$ cat src/include/byte_alu_cfg.svh
// constants for the byte alu: register offsets, field positions, reset values
`ifndef BYTE_ALU_CFG_SVH
`define BYTE_ALU_CFG_SVH

// avalon byte offsets, one aligned word each
`define ACCUM_OFS 5'h00
`define STATUS_OFS 5'h04
`define DIR_A_OFS 5'h08
`define DIR_B_OFS 5'h0C
`define DIR_C_OFS 5'h10
`define WATCHDOG_OFS 5'h14

// status field positions
`define CARRY_BIT 0
`define DIGIT_CARRY_BIT 1
`define ZERO_BIT 2
`define POWERDOWN_N_BIT 3
`define TIMEOUT_N_BIT 4

// direction-load operand codes
`define DIR_A_SEL 7'h05
`define DIR_B_SEL 7'h06
`define DIR_C_SEL 7'h07

// reset values and the prescaler's last count
`define DIR_RESET 8'hFF
`define ACCUM_RESET 8'h00
`define PRESCALE_LAST 8'hFF

`endif

$ cat src/include/byte_alu_pkg.sv
// types shared by the byte alu and its testbench
package byte_alu_pkg;

  // one-hot instruction codes from the decoder
  typedef enum logic [7:0] {
    sub_from_literal_op = 8'h01,
    sub_from_file_op = 8'h02,
    sub_with_borrow_op = 8'h04,
    nibble_exchange_op = 8'h08,
    xor_literal_op = 8'h10,
    xor_file_op = 8'h20,
    direction_load_op = 8'h40,
    sleep_op = 8'h80
  } op_t;

  // core run or sleep
  typedef enum logic [1:0] {
    run_mode = 2'h1,
    sleep_mode = 2'h2
  } mode_t;

  // one decoded instruction
  typedef struct packed {
    op_t op;
    logic [7:0] literal;
    logic [6:0] file_addr;
    logic dest;
  } instr_t;

  // write back into the file registers
  typedef struct packed {
    logic we;
    logic [6:0] addr;
    logic [7:0] data;
  } file_wr_t;

  // status flags, bit 0 is carry
  typedef struct packed {
    logic timeout_status_n;
    logic powerdown_status_n;
    logic zero;
    logic digit_carry_flag;
    logic carry;
  } status_t;

  // whole state of the alu
  typedef struct packed {
    mode_t mode;
    logic [7:0] accum;
    status_t status;
    logic [7:0] port_a_direction;
    logic [7:0] port_b_direction;
    logic [7:0] port_c_direction;
    logic [7:0] watchdog_counter;
    logic [7:0] prescaler;
    file_wr_t fwr;
    logic ack;
    logic [31:0] rdata;
  } state_t;

endpackage : byte_alu_pkg

$ cat src/hw/byte_subtractor.sv
// 8-bit subtractor with borrow in, carry and digit carry out
`timescale 1ns/1ps
`default_nettype none

module byte_subtractor (
  input wire logic [7:0] minuend_i,    // value subtracted from
  input wire logic [7:0] subtrahend_i, // value taken away
  input wire logic carry_in_i,         // 1 means no borrow
  output logic [7:0] diff_o,           // two's complement result
  output logic carry_o,                // 1 means no borrow out
  output logic digit_carry_o           // 1 means no low-nibble borrow
);

  logic [8:0] full_sum; // minuend plus inverted subtrahend
  logic [4:0] low_sum;  // low nibble only

  ////////////////////////////////////////////////////////////////////////
  // add the one's complement plus carry in
  always_comb
  begin
    full_sum = {1'b0, minuend_i} + {1'b0, ~subtrahend_i} + {8'h00, carry_in_i};
    low_sum = {1'b0, minuend_i[3:0]} + {1'b0, ~subtrahend_i[3:0]} + {4'h0, carry_in_i};
    diff_o = full_sum[7:0];
    carry_o = full_sum[8];
    digit_carry_o = low_sum[4];
  end

endmodule : byte_subtractor

`default_nettype wire

$ cat src/hw/byte_alu.sv
// execution of a subset of the byte instructions with an avalon register port
//
// The implementer's own choices: the register addresses and the Avalon-MM register port.
`timescale 1ns/1ps
`default_nettype none

`include "byte_alu_cfg.svh"

// Contract
// RL1: literal minus accumulator into accumulator, flags
// RL2: literal carry and digit carry as no-borrow
// RL3: sleep clears watchdog counter and prescaler
// RL4: sleep clears powerdown, sets timeout flag
// RL5: sleep enters low-power state, oscillator halted
// RL6: file minus accumulator, updating three flags
// RL7: file carry and digit carry as no-borrow
// RL8: destination bit picks accumulator or file
// RL9: borrow subtract uses inverted carry flag
// RL10: nibble swap, no flags touched
// RL11: xor literal into accumulator, zero only
// RL12: xor file, routed, zero only
// RL13: direction load copies accumulator, no flags
// RL14: zero flag set when result is zero
module byte_alu
  import byte_alu_pkg::*;
(
  input wire logic clk_i,                    // core clock, 25 MHz
  input wire logic rst_i,                    // synchronous reset, high
  input wire logic instr_valid_i,            // decoder offers an instruction
  input wire instr_t instr_i,                // decoded instruction
  output logic instr_ready_o,                // high while running
  input wire logic [7:0] file_data_i,        // addressed file register value
  input wire logic wake_i,                   // wake from sleep
  input wire logic [4:0] avs_address_i,      // byte address
  input wire logic avs_read_i,               // avalon read
  input wire logic avs_write_i,              // avalon write
  input wire logic [31:0] avs_writedata_i,   // avalon write data
  input wire logic [3:0] avs_byteenable_i,   // avalon byte lanes
  output logic [31:0] avs_readdata_o,        // avalon read data
  output logic avs_waitrequest_o,            // avalon stall
  output var file_wr_t file_wr_o,            // write back to file register
  output logic [7:0] accumulator_o,          // accumulator
  output var status_t status_o,              // status flags
  output logic [7:0] port_a_direction_o,     // port a direction
  output logic [7:0] port_b_direction_o,     // port b direction
  output logic [7:0] port_c_direction_o,     // port c direction
  output logic sleep_o                       // sleeping, oscillator halted
);

  state_t s_q; // registered state
  state_t s_d; // next state

  logic exec;                // instruction taken this cycle
  logic bus_req;             // avalon request pending
  logic bus_wr_now;          // write takes effect this edge
  logic [7:0] sub_minuend;   // subtractor left operand
  logic sub_carry_in;        // subtractor carry in
  logic [7:0] sub_diff;      // subtractor result
  logic sub_carry;           // subtractor carry out
  logic sub_digit_carry;     // subtractor digit carry out
  logic [31:0] read_mux;     // word for the addressed register
  logic [7:0] result;        // result of the current op
  logic result_valid;        // op produces a routed result

  ////////////////////////////////////////////////////////////////////////
  // zero test on an 8-bit result
  function automatic logic is_zero(input logic [7:0] v);
    is_zero = (v == 8'h00);
  endfunction : is_zero

  ////////////////////////////////////////////////////////////////////////
  // handshake and operand selection
  assign exec = instr_valid_i && (s_q.mode == run_mode);
  assign instr_ready_o = (s_q.mode == run_mode);
  assign bus_req = avs_read_i || avs_write_i;
  assign bus_wr_now = avs_write_i && s_q.ack;
  assign avs_waitrequest_o = bus_req && !s_q.ack;
  // RL1: literal is minuend
  assign sub_minuend = (instr_i.op == sub_from_literal_op) ? instr_i.literal : file_data_i;
  // RL9: borrow is inverted carry
  assign sub_carry_in = (instr_i.op == sub_with_borrow_op) ? s_q.status.carry : 1'b1;

  // shared subtractor, accumulator always subtrahend
  byte_subtractor u_sub (
    .minuend_i(sub_minuend),
    .subtrahend_i(s_q.accum),
    .carry_in_i(sub_carry_in),
    .diff_o(sub_diff),
    .carry_o(sub_carry),
    .digit_carry_o(sub_digit_carry)
  );

  ////////////////////////////////////////////////////////////////////////
  // register read selection
  always_comb
  begin
    read_mux = 32'h0000_0000;
    unique case (avs_address_i)
      `ACCUM_OFS: read_mux[7:0] = s_q.accum;
      `STATUS_OFS: read_mux[4:0] = s_q.status;
      `DIR_A_OFS: read_mux[7:0] = s_q.port_a_direction;
      `DIR_B_OFS: read_mux[7:0] = s_q.port_b_direction;
      `DIR_C_OFS: read_mux[7:0] = s_q.port_c_direction;
      `WATCHDOG_OFS: read_mux[15:0] = {s_q.watchdog_counter, s_q.prescaler};
      default: read_mux = 32'h0000_0000; // unmapped reads zero
    endcase
  end

  ////////////////////////////////////////////////////////////////////////
  // next state
  always_comb
  begin
    s_d = s_q;
    s_d.fwr.we = 1'b0;
    s_d.ack = 1'b0;
    result = 8'h00;
    result_valid = 1'b0;
    // first bus cycle: capture read data, then release
    if (bus_req && !s_q.ack)
    begin
      s_d.ack = 1'b1;
      s_d.rdata = read_mux;
    end
    // bus write lands at the edge without wait
    if (bus_wr_now && avs_byteenable_i[0])
    begin
      unique case (avs_address_i)
        `ACCUM_OFS: s_d.accum = avs_writedata_i[7:0];
        `STATUS_OFS: s_d.status = avs_writedata_i[4:0];
        `DIR_A_OFS: s_d.port_a_direction = avs_writedata_i[7:0];
        `DIR_B_OFS: s_d.port_b_direction = avs_writedata_i[7:0];
        `DIR_C_OFS: s_d.port_c_direction = avs_writedata_i[7:0];
        default: ; // read-only or unmapped, ignored
      endcase
    end
    // watchdog prescaler and counter run freely
    s_d.prescaler = s_q.prescaler + 8'h01;
    if (s_q.prescaler == `PRESCALE_LAST)
    begin
      s_d.watchdog_counter = s_q.watchdog_counter + 8'h01;
    end
    // instruction execution overrides a same-cycle bus write
    if (exec)
    begin
      unique case (instr_i.op)
        sub_from_literal_op:
        begin
          // RL1: literal minus accumulator
          s_d.accum = sub_diff;
          // RL2: no-borrow flags
          s_d.status.carry = sub_carry;
          s_d.status.digit_carry_flag = sub_digit_carry;
          // RL14: zero on result
          s_d.status.zero = is_zero(sub_diff);
        end
        sub_from_file_op, sub_with_borrow_op:
        begin
          // RL6: file minus accumulator
          result = sub_diff;
          result_valid = 1'b1;
          // RL7: no-borrow flags
          s_d.status.carry = sub_carry;
          s_d.status.digit_carry_flag = sub_digit_carry;
          // RL14: zero on result
          s_d.status.zero = is_zero(sub_diff);
        end
        nibble_exchange_op:
        begin
          // RL10: swap nibbles, flags kept
          result = {file_data_i[3:0], file_data_i[7:4]};
          result_valid = 1'b1;
        end
        xor_literal_op:
        begin
          // RL11: xor literal, zero only
          s_d.accum = s_q.accum ^ instr_i.literal;
          s_d.status.zero = is_zero(s_q.accum ^ instr_i.literal);
        end
        xor_file_op:
        begin
          // RL12: xor file, zero only
          result = s_q.accum ^ file_data_i;
          result_valid = 1'b1;
          s_d.status.zero = is_zero(s_q.accum ^ file_data_i);
        end
        direction_load_op:
        begin
          // RL13: copy accumulator to direction
          unique case (instr_i.file_addr)
            `DIR_A_SEL: s_d.port_a_direction = s_q.accum;
            `DIR_B_SEL: s_d.port_b_direction = s_q.accum;
            `DIR_C_SEL: s_d.port_c_direction = s_q.accum;
            default: ; // other operands do nothing
          endcase
        end
        sleep_op:
        begin
          // RL3: clear watchdog and prescaler
          s_d.watchdog_counter = 8'h00;
          s_d.prescaler = 8'h00;
          // RL4: powerdown low, timeout high
          s_d.status.powerdown_status_n = 1'b0;
          s_d.status.timeout_status_n = 1'b1;
          // RL5: enter sleep
          s_d.mode = sleep_mode;
        end
        default: ; // illegal code, no effect
      endcase
      // RL8: destination bit routes result
      if (result_valid)
      begin
        if (instr_i.dest)
        begin
          s_d.fwr.we = 1'b1;
          s_d.fwr.addr = instr_i.file_addr;
          s_d.fwr.data = result;
        end
        else
        begin
          s_d.accum = result;
        end
      end
    end
    // leave sleep on wake
    if ((s_q.mode == sleep_mode) && wake_i)
    begin
      s_d.mode = run_mode;
    end
  end

  ////////////////////////////////////////////////////////////////////////
  // state register
  always_ff @(posedge clk_i)
  begin
    if (rst_i)
    begin
      s_q <= '0;
      s_q.mode <= run_mode;
      s_q.accum <= `ACCUM_RESET;
      s_q.status.timeout_status_n <= 1'b1;
      s_q.status.powerdown_status_n <= 1'b1;
      s_q.port_a_direction <= `DIR_RESET;
      s_q.port_b_direction <= `DIR_RESET;
      s_q.port_c_direction <= `DIR_RESET;
    end
    else
    begin
      s_q <= s_d;
    end
  end

  ////////////////////////////////////////////////////////////////////////
  // outputs from the state register
  assign avs_readdata_o = s_q.rdata;
  assign file_wr_o = s_q.fwr;
  assign accumulator_o = s_q.accum;
  assign status_o = s_q.status;
  assign port_a_direction_o = s_q.port_a_direction;
  assign port_b_direction_o = s_q.port_b_direction;
  assign port_c_direction_o = s_q.port_c_direction;
  assign sleep_o = (s_q.mode == sleep_mode);
endmodule : byte_alu

`default_nettype wire

$ cat config.mk
export PLATFORM = sky130hd
export DESIGN_NAME = byte_alu
export DESIGN_NICKNAME = d
export VERILOG_FILES = /design/src/include/byte_alu_pkg.sv /design/src/hw/byte_subtractor.sv /design/src/hw/byte_alu.sv
export VERILOG_INCLUDE_DIRS = /design/src /design/src/include
export SDC_FILE = /design/constraint.sdc
export NUM_CORES = 1
export LEC_CHECK = 0
export BUFFER_PORTS_ARGS = -buffer_cell sky130_fd_sc_hd__buf_2
export CORE_MARGIN = 1
export CORE_UTILIZATION = 40
export CTS_BUF_LIST = sky130_fd_sc_hd__clkbuf_4 sky130_fd_sc_hd__clkbuf_8
export DETAILED_ROUTE_END_ITERATION = 6
export PLACE_DENSITY_LB_ADDON = 0.15
export SYNTH_ARGS = -nofsm -noshare
export SYNTH_HDL_FRONTEND = slang
export SYNTH_SLANG_ARGS = --single-unit
export TNS_END_PERCENT = 100
$ cat constraint.sdc
create_clock -name clk_i -period 11.2 [get_ports clk_i]
set_input_delay 1.12 -clock clk_i [delete_from_list [all_inputs] [get_ports clk_i]]
set_output_delay 1.12 -clock clk_i [all_outputs]
set_load 0.02 [all_outputs]
Word level (Yosys, flattened, before mapping)
Cells that the tools add are included.
- register bits after elaboration: 88
- latch bits: 0
- output and inout port bits: 88
- input bits: 79
- memories kept: 0
- bits in read-only memories: 0
- memory bits (writable): 0
- bitwise operators: 6
- multipliers: 0
- equal/unequal tests: 19
- multiplexer cells: 30
- shift-type cells: 0
- div/mod/pow operators: 0
- reduce and logical (&&, ||, !) cells: 18
- $lt $le $gt $ge: 0
- add/sub/neg operators: 6
- operators with widths (kind ; count):
    2-to-1 mux 8 bit ; 12
    2-to-1 mux 69 bit ; 1
    2-to-1 mux 16 bit ; 3
    2-to-1 mux 37 bit ; 1
    2-to-1 mux 33 bit ; 1
    case mux 5 bit (6 select lines) ; 1
    zero test 8 bit ; 3
    2-to-1 mux 24 bit ; 1
    case mux 8 bit (3 select lines) ; 1
    == test 7 x 3 -> 1 bit, second input constant ; 3
    adder 8 x 1 -> 8 bit, second input constant ; 2
    == test 8 bit, second input constant ; 2
    case mux 8 bit (2 select lines) ; 1
    bitwise XOR 8 bit ; 2
    case mux 3 bit (5 select lines) ; 1
    == test 5 x 4 -> 1 bit, second input constant ; 2
    == test 5 bit, second input constant ; 2
    adder 8 x 8 -> 9 bit ; 1
    adder 9 x 1 -> 9 bit ; 1
    == test 8 x 1 -> 1 bit, second input constant ; 1
    == test 8 x 2 -> 1 bit, second input constant ; 1
    == test 8 x 3 -> 1 bit, second input constant ; 1
    == test 8 x 4 -> 1 bit, second input constant ; 1
    == test 8 x 5 -> 1 bit, second input constant ; 1
    23 further kinds ; 33

Longest topological paths before layout
- depth after elaboration: 8
- mapped depth: 14

Modules after synthesis
A second synthesis with hierarchy kept.
- cells, all modules: 670
- area, all modules: 5975.7 um^2
- modules (own cells, without submodules) (module ; cells an instance ; area each (um^2) ; instances):
    byte_alu ; 623 ; 5609.1 ; 1
    byte_subtractor ; 47 ; 366.6 ; 1

Worst setup path after synthesis
No wires, ideal clock.
- kind: input -> register
- start point: in instr_i[17] (netlist name)
- end point: reg s_q, in the netlist accumulator_o[6]
- stages on the path: 14
- data arrival time: 4309 ps
- setup time: 122 ps
- data required time: 11078 ps
- buffers on the path: 2
- slack: 6770 ps
- cell sequence: buf_2 nor4b_1 and2_1 clkbuf_1 mux2i_1 fa_1 inv_1 fa_1 a211oi_1 o21bai_1 a21oi_1 xor2_1 o221ai_1 o311a_1
- longest elaborated chain between the ends: 8
- ends and longest elaborated chain (item ; line ; source):
    from (decl) ; byte_alu.sv:30 ; input wire instr_t instr_i,
    == test 8 x 1 -> 1 bit ; byte_alu.sv:79, byte_alu.sv:145 ;
    2-to-1 mux 8 bit ; byte_alu.sv:79 ; assign sub_minuend = (instr_i.op == sub_from_literal_op) ? instr_i.literal : file_data_i;
    adder 8 x 8 -> 9 bit ; byte_subtractor.sv:21 ; full_sum = {1'b0, minuend_i} + {1'b0, ~subtrahend_i} + {8'h00, carry_in_i};
    adder 9 x 1 -> 9 bit ; byte_subtractor.sv:21 ;
    case mux 8 bit (3 select lines) / case mux 8 bit (2 select lines) (equally long branches) ; byte_alu.sv:145 ; unique case (instr_i.op)
    2-to-1 mux 8 bit ; byte_alu.sv:212 ; if (instr_i.dest)
    2-to-1 mux 8 bit * ; byte_alu.sv:210 ; if (result_valid)
    2-to-1 mux 69 bit * ; byte_alu.sv:143 ; if (exec)
    to (decl) ; byte_alu.sv:50 ; state_t s_q;
Mark *: on every way between the ends. The rest lies on a longest branch, timed or not. The select of a mux whose other input is x is not followed.
A chain may end at the register's enable or synchronous reset.

Worst setup path in the final report
Same ends and word-level chain as after synthesis.

==> run_summary.xml <==
<?xml version="1.0" encoding="UTF-8"?>
<metrics>
  <group name="run_status">
    <metric name="outcome" unit="">finished, final reports clean</metric>
  </group>
  <group name="cts">
    <metric name="clockBufferDepth" unit="">2</metric>
    <metric name="cts.hold.buffers_added" unit="">0</metric>
    <metric name="post-cts-setup-buffer-count" unit="">0</metric>
    <metric name="clock_input_transition_at_the_sequential_cells_of_the_worst_setup_and_hold_paths" unit="ns">0.08</metric>
    <metric name="sink_count_of_the_clock_tree" unit="">88</metric>
    <metric name="ctsHtreeMaxLevel" unit="">3</metric>
    <metric name="tritoncts" unit="">done</metric>
    <metric name="clock_latency" unit="ns">0.37</metric>
    <metric name="cts_made_buffers" unit="">9</metric>
    <metric name="post_cts.resized_instances" unit="">0</metric>
    <metric name="cts.root.buffer_cell" unit="">sky130_fd_sc_hd__clkbuf_8</metric>
  </group>
  <group name="route">
    <metric name="drc_errors" unit="">0</metric>
    <metric name="final_routed_wirelength" unit="µm">17100</metric>
    <metric name="first_pass_detailed_route_iteration_total" unit="">5</metric>
    <metric name="vias_per_instance" unit="">5.55</metric>
    <metric name="initialDrtViolationCount" unit="">446</metric>
    <metric name="postRouteAntennaNets" unit="">0</metric>
    <metric name="wl_per_cell" unit="µm">18.4</metric>
    <metric name="vias" unit="">5186</metric>
  </group>
  <group name="final_layout">
    <metric name="area_of_combinational_cells_with_multiple_inputs" unit="mm²">0.00329</metric>
    <metric name="layout_common_cells" unit="">sky130_fd_sc_hd__buf_2, sky130_fd_sc_hd__nor2_1, sky130_fd_sc_hd__dfxtp_1</metric>
    <metric name="finish.instance_area" unit="mm²">0.00614</metric>
    <metric name="final_common_cell" unit="">sky130_fd_sc_hd__buf_2</metric>
    <metric name="drive_above_1_share" unit="%">22.8</metric>
    <metric name="finish.net_count" unit="">842</metric>
    <metric name="syn_to_final_growth" unit="%">4.14</metric>
    <metric name="insertedDiodeCount" unit="">0</metric>
    <metric name="fillers" unit="">1478</metric>
    <metric name="seqCellArea" unit="mm²">0.00176</metric>
  </group>
  <group name="global_routing">
    <metric name="grt_pass1_wl" unit="µm">26200</metric>
    <metric name="global_route.overflow_total" unit="">0</metric>
    <metric name="track_usage" unit="%">23.0</metric>
    <metric name="grt_antenna_before_repair" unit="">0</metric>
    <metric name="grt_pass1_vias" unit="">4647</metric>
    <metric name="grt_max_degree" unit="">45</metric>
  </group>
  <group name="synthesis">
    <metric name="synth-seq-area-share" unit="%">29.9</metric>
    <metric name="synth_area_leaders" unit="">sky130_fd_sc_hd__dfxtp_1, sky130_fd_sc_hd__buf_4, sky130_fd_sc_hd__nor2_1</metric>
    <metric name="ys_seq_elements" unit="">88</metric>
    <metric name="netlist-cell-type-count" unit="">67</metric>
    <metric name="syn-cell-area" unit="mm²">0.00589</metric>
    <metric name="yosysWarnings" unit="">0</metric>
    <metric name="netlist.area_leader.share" unit="%">29.9</metric>
    <metric name="synth-edff-count" unit="">0</metric>
    <metric name="post_synth_top_area_cell" unit="">sky130_fd_sc_hd__dfxtp_1</metric>
    <metric name="syn_avg_cell_area" unit="µm²">8.04</metric>
    <metric name="syn_inst" unit="">733</metric>
    <metric name="synth-main-ff-cell" unit="">sky130_fd_sc_hd__dfxtp_1</metric>
    <metric name="asyncSetResetFlopFracSynth" unit="%">0</metric>
  </group>
  <group name="die">
    <metric name="placementRows" unit="">43</metric>
    <metric name="ios" unit="">167</metric>
    <metric name="core_region_area" unit="mm²">0.0141</metric>
    <metric name="die-height" unit="µm">123</metric>
    <metric name="die_area" unit="mm²">0.0152</metric>
    <metric name="initial_utilization" unit="%">41.6</metric>
    <metric name="die_w" unit="µm">123</metric>
  </group>
  <group name="timing">
    <metric name="timing.setup.tns" unit="ns">0</metric>
    <metric name="finalWorstSetupSlack" unit="ns">6.54</metric>
    <metric name="grt_setup_unrepaired" unit="">false</metric>
    <metric name="worst-slew-pin-transition" unit="ns">0.967</metric>
    <metric name="timing.fmax" unit="MHz">214</metric>
    <metric name="relative_max_transition_margin" unit="%">35.4</metric>
    <metric name="post_route_fraction_of_the_period_consumed_by_the_critical_path" unit="%">41.6</metric>
    <metric name="finalHoldViolCount" unit="">0</metric>
    <metric name="skew" unit="ns">0.0123</metric>
    <metric name="timing.final.setup_violations" unit="">0</metric>
    <metric name="maxSlewViolCount" unit="">0</metric>
    <metric name="final_period_minus_worst_setup_slack" unit="ns">4.66</metric>
  </group>
  <group name="power">
    <metric name="comb_power_share" unit="%">14.3</metric>
    <metric name="total_switching_power" unit="µW">177</metric>
    <metric name="clock_power_share" unit="%">34.9</metric>
    <metric name="cellInternalPower" unit="µW">458</metric>
    <metric name="cellLeakagePower" unit="µW">0.00252</metric>
    <metric name="post-layout-total-power" unit="µW">635</metric>
    <metric name="sw_frac_of_total" unit="%">27.8</metric>
    <metric name="vdd_drop_max" unit="mV">0.0613</metric>
    <metric name="sequential_share_of_power" unit="%">50.8</metric>
    <metric name="cellPowerDensity" unit="mW/mm²">103</metric>
  </group>
  <group name="worst_setup_path">
    <metric name="data_required_critical_path" unit="ns">11.46</metric>
    <metric name="worstSetupEndpointType" unit="">flip-flop</metric>
    <metric name="worst-path-max-fanout" unit="">11</metric>
    <metric name="startpoint_type" unit="">primary input</metric>
    <metric name="critical_path_arrival" unit="ns">4.92</metric>
    <metric name="critical_path_class" unit="">primary input to flip-flop</metric>
    <metric name="setup.reg_to_reg.worst_slack" unit="ns">7.50</metric>
  </group>
  <group name="placement">
    <metric name="dp.final_hpwl" unit="µm">13000</metric>
    <metric name="io_buf_count" unit="">123</metric>
    <metric name="gp_routability_congestion" unit="">0.870</metric>
    <metric name="pre_cts_slack" unit="ns">6.20</metric>
    <metric name="placed_cell_area" unit="mm²">0.00595</metric>
  </group>
  <group name="flow_run">
    <metric name="count_of_maximum_capacitance_violations" unit="">0</metric>
  </group>
  <group name="worst_hold_path">
    <metric name="hold_class" unit="">flip-flop to flip-flop</metric>
  </group>
</metrics>
-- metrics by stage --
stage,hold slack [ns],util (%),cells
2_1_floorplan,0.432,-,748
3_3_place_gp,0.441,42.1,921
3_5_place_dp,0.441,42.1,921
4_1_cts,0.452,43.4,934
5_1_grt,0.476,43.4,934
6_report,0.450,43.4,934
-- layout make-up --
type / count / area share, %
well taps: 180 / 3.67
clock buffers: 12 / 2.49
clock inverters: 1 / 0.489
flip-flops and latches: 88 / 28.7
inverters: 15 / 0.917
multi-input cells: 514 / 53.6
repair buffers: 124 / 10.2
-- cell families (layout without fill, tap and decap cells) --
kind of cell,Yosys count,after routing,synth area share [%]
buf+inv,146,152,15.3
flops,88,88,29.9
fa+ha+maj,11,11,2.59
mux,44,44,8.20
simple gates,271,271,22.2
compound gates,137,137,16.6
other cells,1,16,0.0636
xor+xnor,35,35,5.20
-- power by group through the flow --
stage                     Combinational [µW]  Sequential, µW  Clock [µW]
after floorplan                         68.2             327           0
after global placement                  88.9             330           0
after detailed placement                89.9             330           0
after CTS                               90.2             323         226
after global routing                    99.0             323         237
final                                   90.9             323         221
-- sequential cells by signal, indices dropped and copies added, names as in the netlist --
name,count
avs_readdata_o,16
accumulator_o,8
file_wr_o,16
status_o,5
port_a_direction_o,8
s_q,19
port_b_direction_o,8
port_c_direction_o,8
-- layer usage --
layer | wire [µm] | track usage [%]
met1 | 7920 | 31.4
met2 | 7970 | 36.9
met3 | 1000 | 4.52
met4 | 247 | 5.95
met5 | 0 | 0
-- cells in the mapped netlist (4+ instances only) --
master                     instances
sky130_fd_sc_hd__a222oi_1          8
sky130_fd_sc_hd__and3_1           10
sky130_fd_sc_hd__mux2i_1          28
sky130_fd_sc_hd__and2_1            6
sky130_fd_sc_hd__nor2b_1           7
sky130_fd_sc_hd__a211oi_2          4
sky130_fd_sc_hd__clkbuf_1         37
sky130_fd_sc_hd__nor3_1            7
sky130_fd_sc_hd__a21oi_1          28
sky130_fd_sc_hd__a22o_1            7
sky130_fd_sc_hd__a31o_2            7
sky130_fd_sc_hd__a211oi_1         12
sky130_fd_sc_hd__nor2_1           89
sky130_fd_sc_hd__o21ai_1           9
sky130_fd_sc_hd__nand4_1          10
sky130_fd_sc_hd__o21ai_0          21
sky130_fd_sc_hd__ha_1              9
sky130_fd_sc_hd__nor4b_1           4
sky130_fd_sc_hd__xnor2_1          21
sky130_fd_sc_hd__mux2_2           14
sky130_fd_sc_hd__buf_2             7
sky130_fd_sc_hd__inv_1            15
sky130_fd_sc_hd__nand2_1          85
sky130_fd_sc_hd__dfxtp_1          88
sky130_fd_sc_hd__xor2_1           14
sky130_fd_sc_hd__o311a_1           4
sky130_fd_sc_hd__buf_4            85
sky130_fd_sc_hd__or2_1             4
sky130_fd_sc_hd__o221ai_1          6
sky130_fd_sc_hd__nand3_1          25
-- path summary, 6_finish.rpt --
| path | start | end | cells past startpoint |
|---|---|---|---|
| worst min register to register | avs_readdata_o[15]$_SDFFE_PP0P_ | avs_readdata_o[15]$_SDFFE_PP0P_ | 2 |
| worst max-delay path | instr_i[17] | accumulator_o[6]$_SDFF_PP0_ | 13 |
| worst max register to register | status_o[0]$_SDFF_PP0_ | accumulator_o[6]$_SDFF_PP0_ | 11 |
| worst min-delay path | avs_readdata_o[15]$_SDFFE_PP0P_ | avs_readdata_o[15]$_SDFFE_PP0P_ | 2 |
-- critical path: stages --
cell and delay [ns]:
sky130_fd_sc_hd__buf_2 0.16, sky130_fd_sc_hd__nor4b_1 0.48, sky130_fd_sc_hd__and2_1 0.53, sky130_fd_sc_hd__mux2i_1 0.29
sky130_fd_sc_hd__fa_1 0.27, sky130_fd_sc_hd__inv_1 0.07, sky130_fd_sc_hd__fa_1 0.42, sky130_fd_sc_hd__a211oi_1 0.31
sky130_fd_sc_hd__o21bai_1 0.12, sky130_fd_sc_hd__a21oi_1 0.23, sky130_fd_sc_hd__xor2_1 0.32, sky130_fd_sc_hd__o221ai_1 0.26
sky130_fd_sc_hd__o311a_1 0.34
Note: power is estimated with default switching activity, not from simulation.
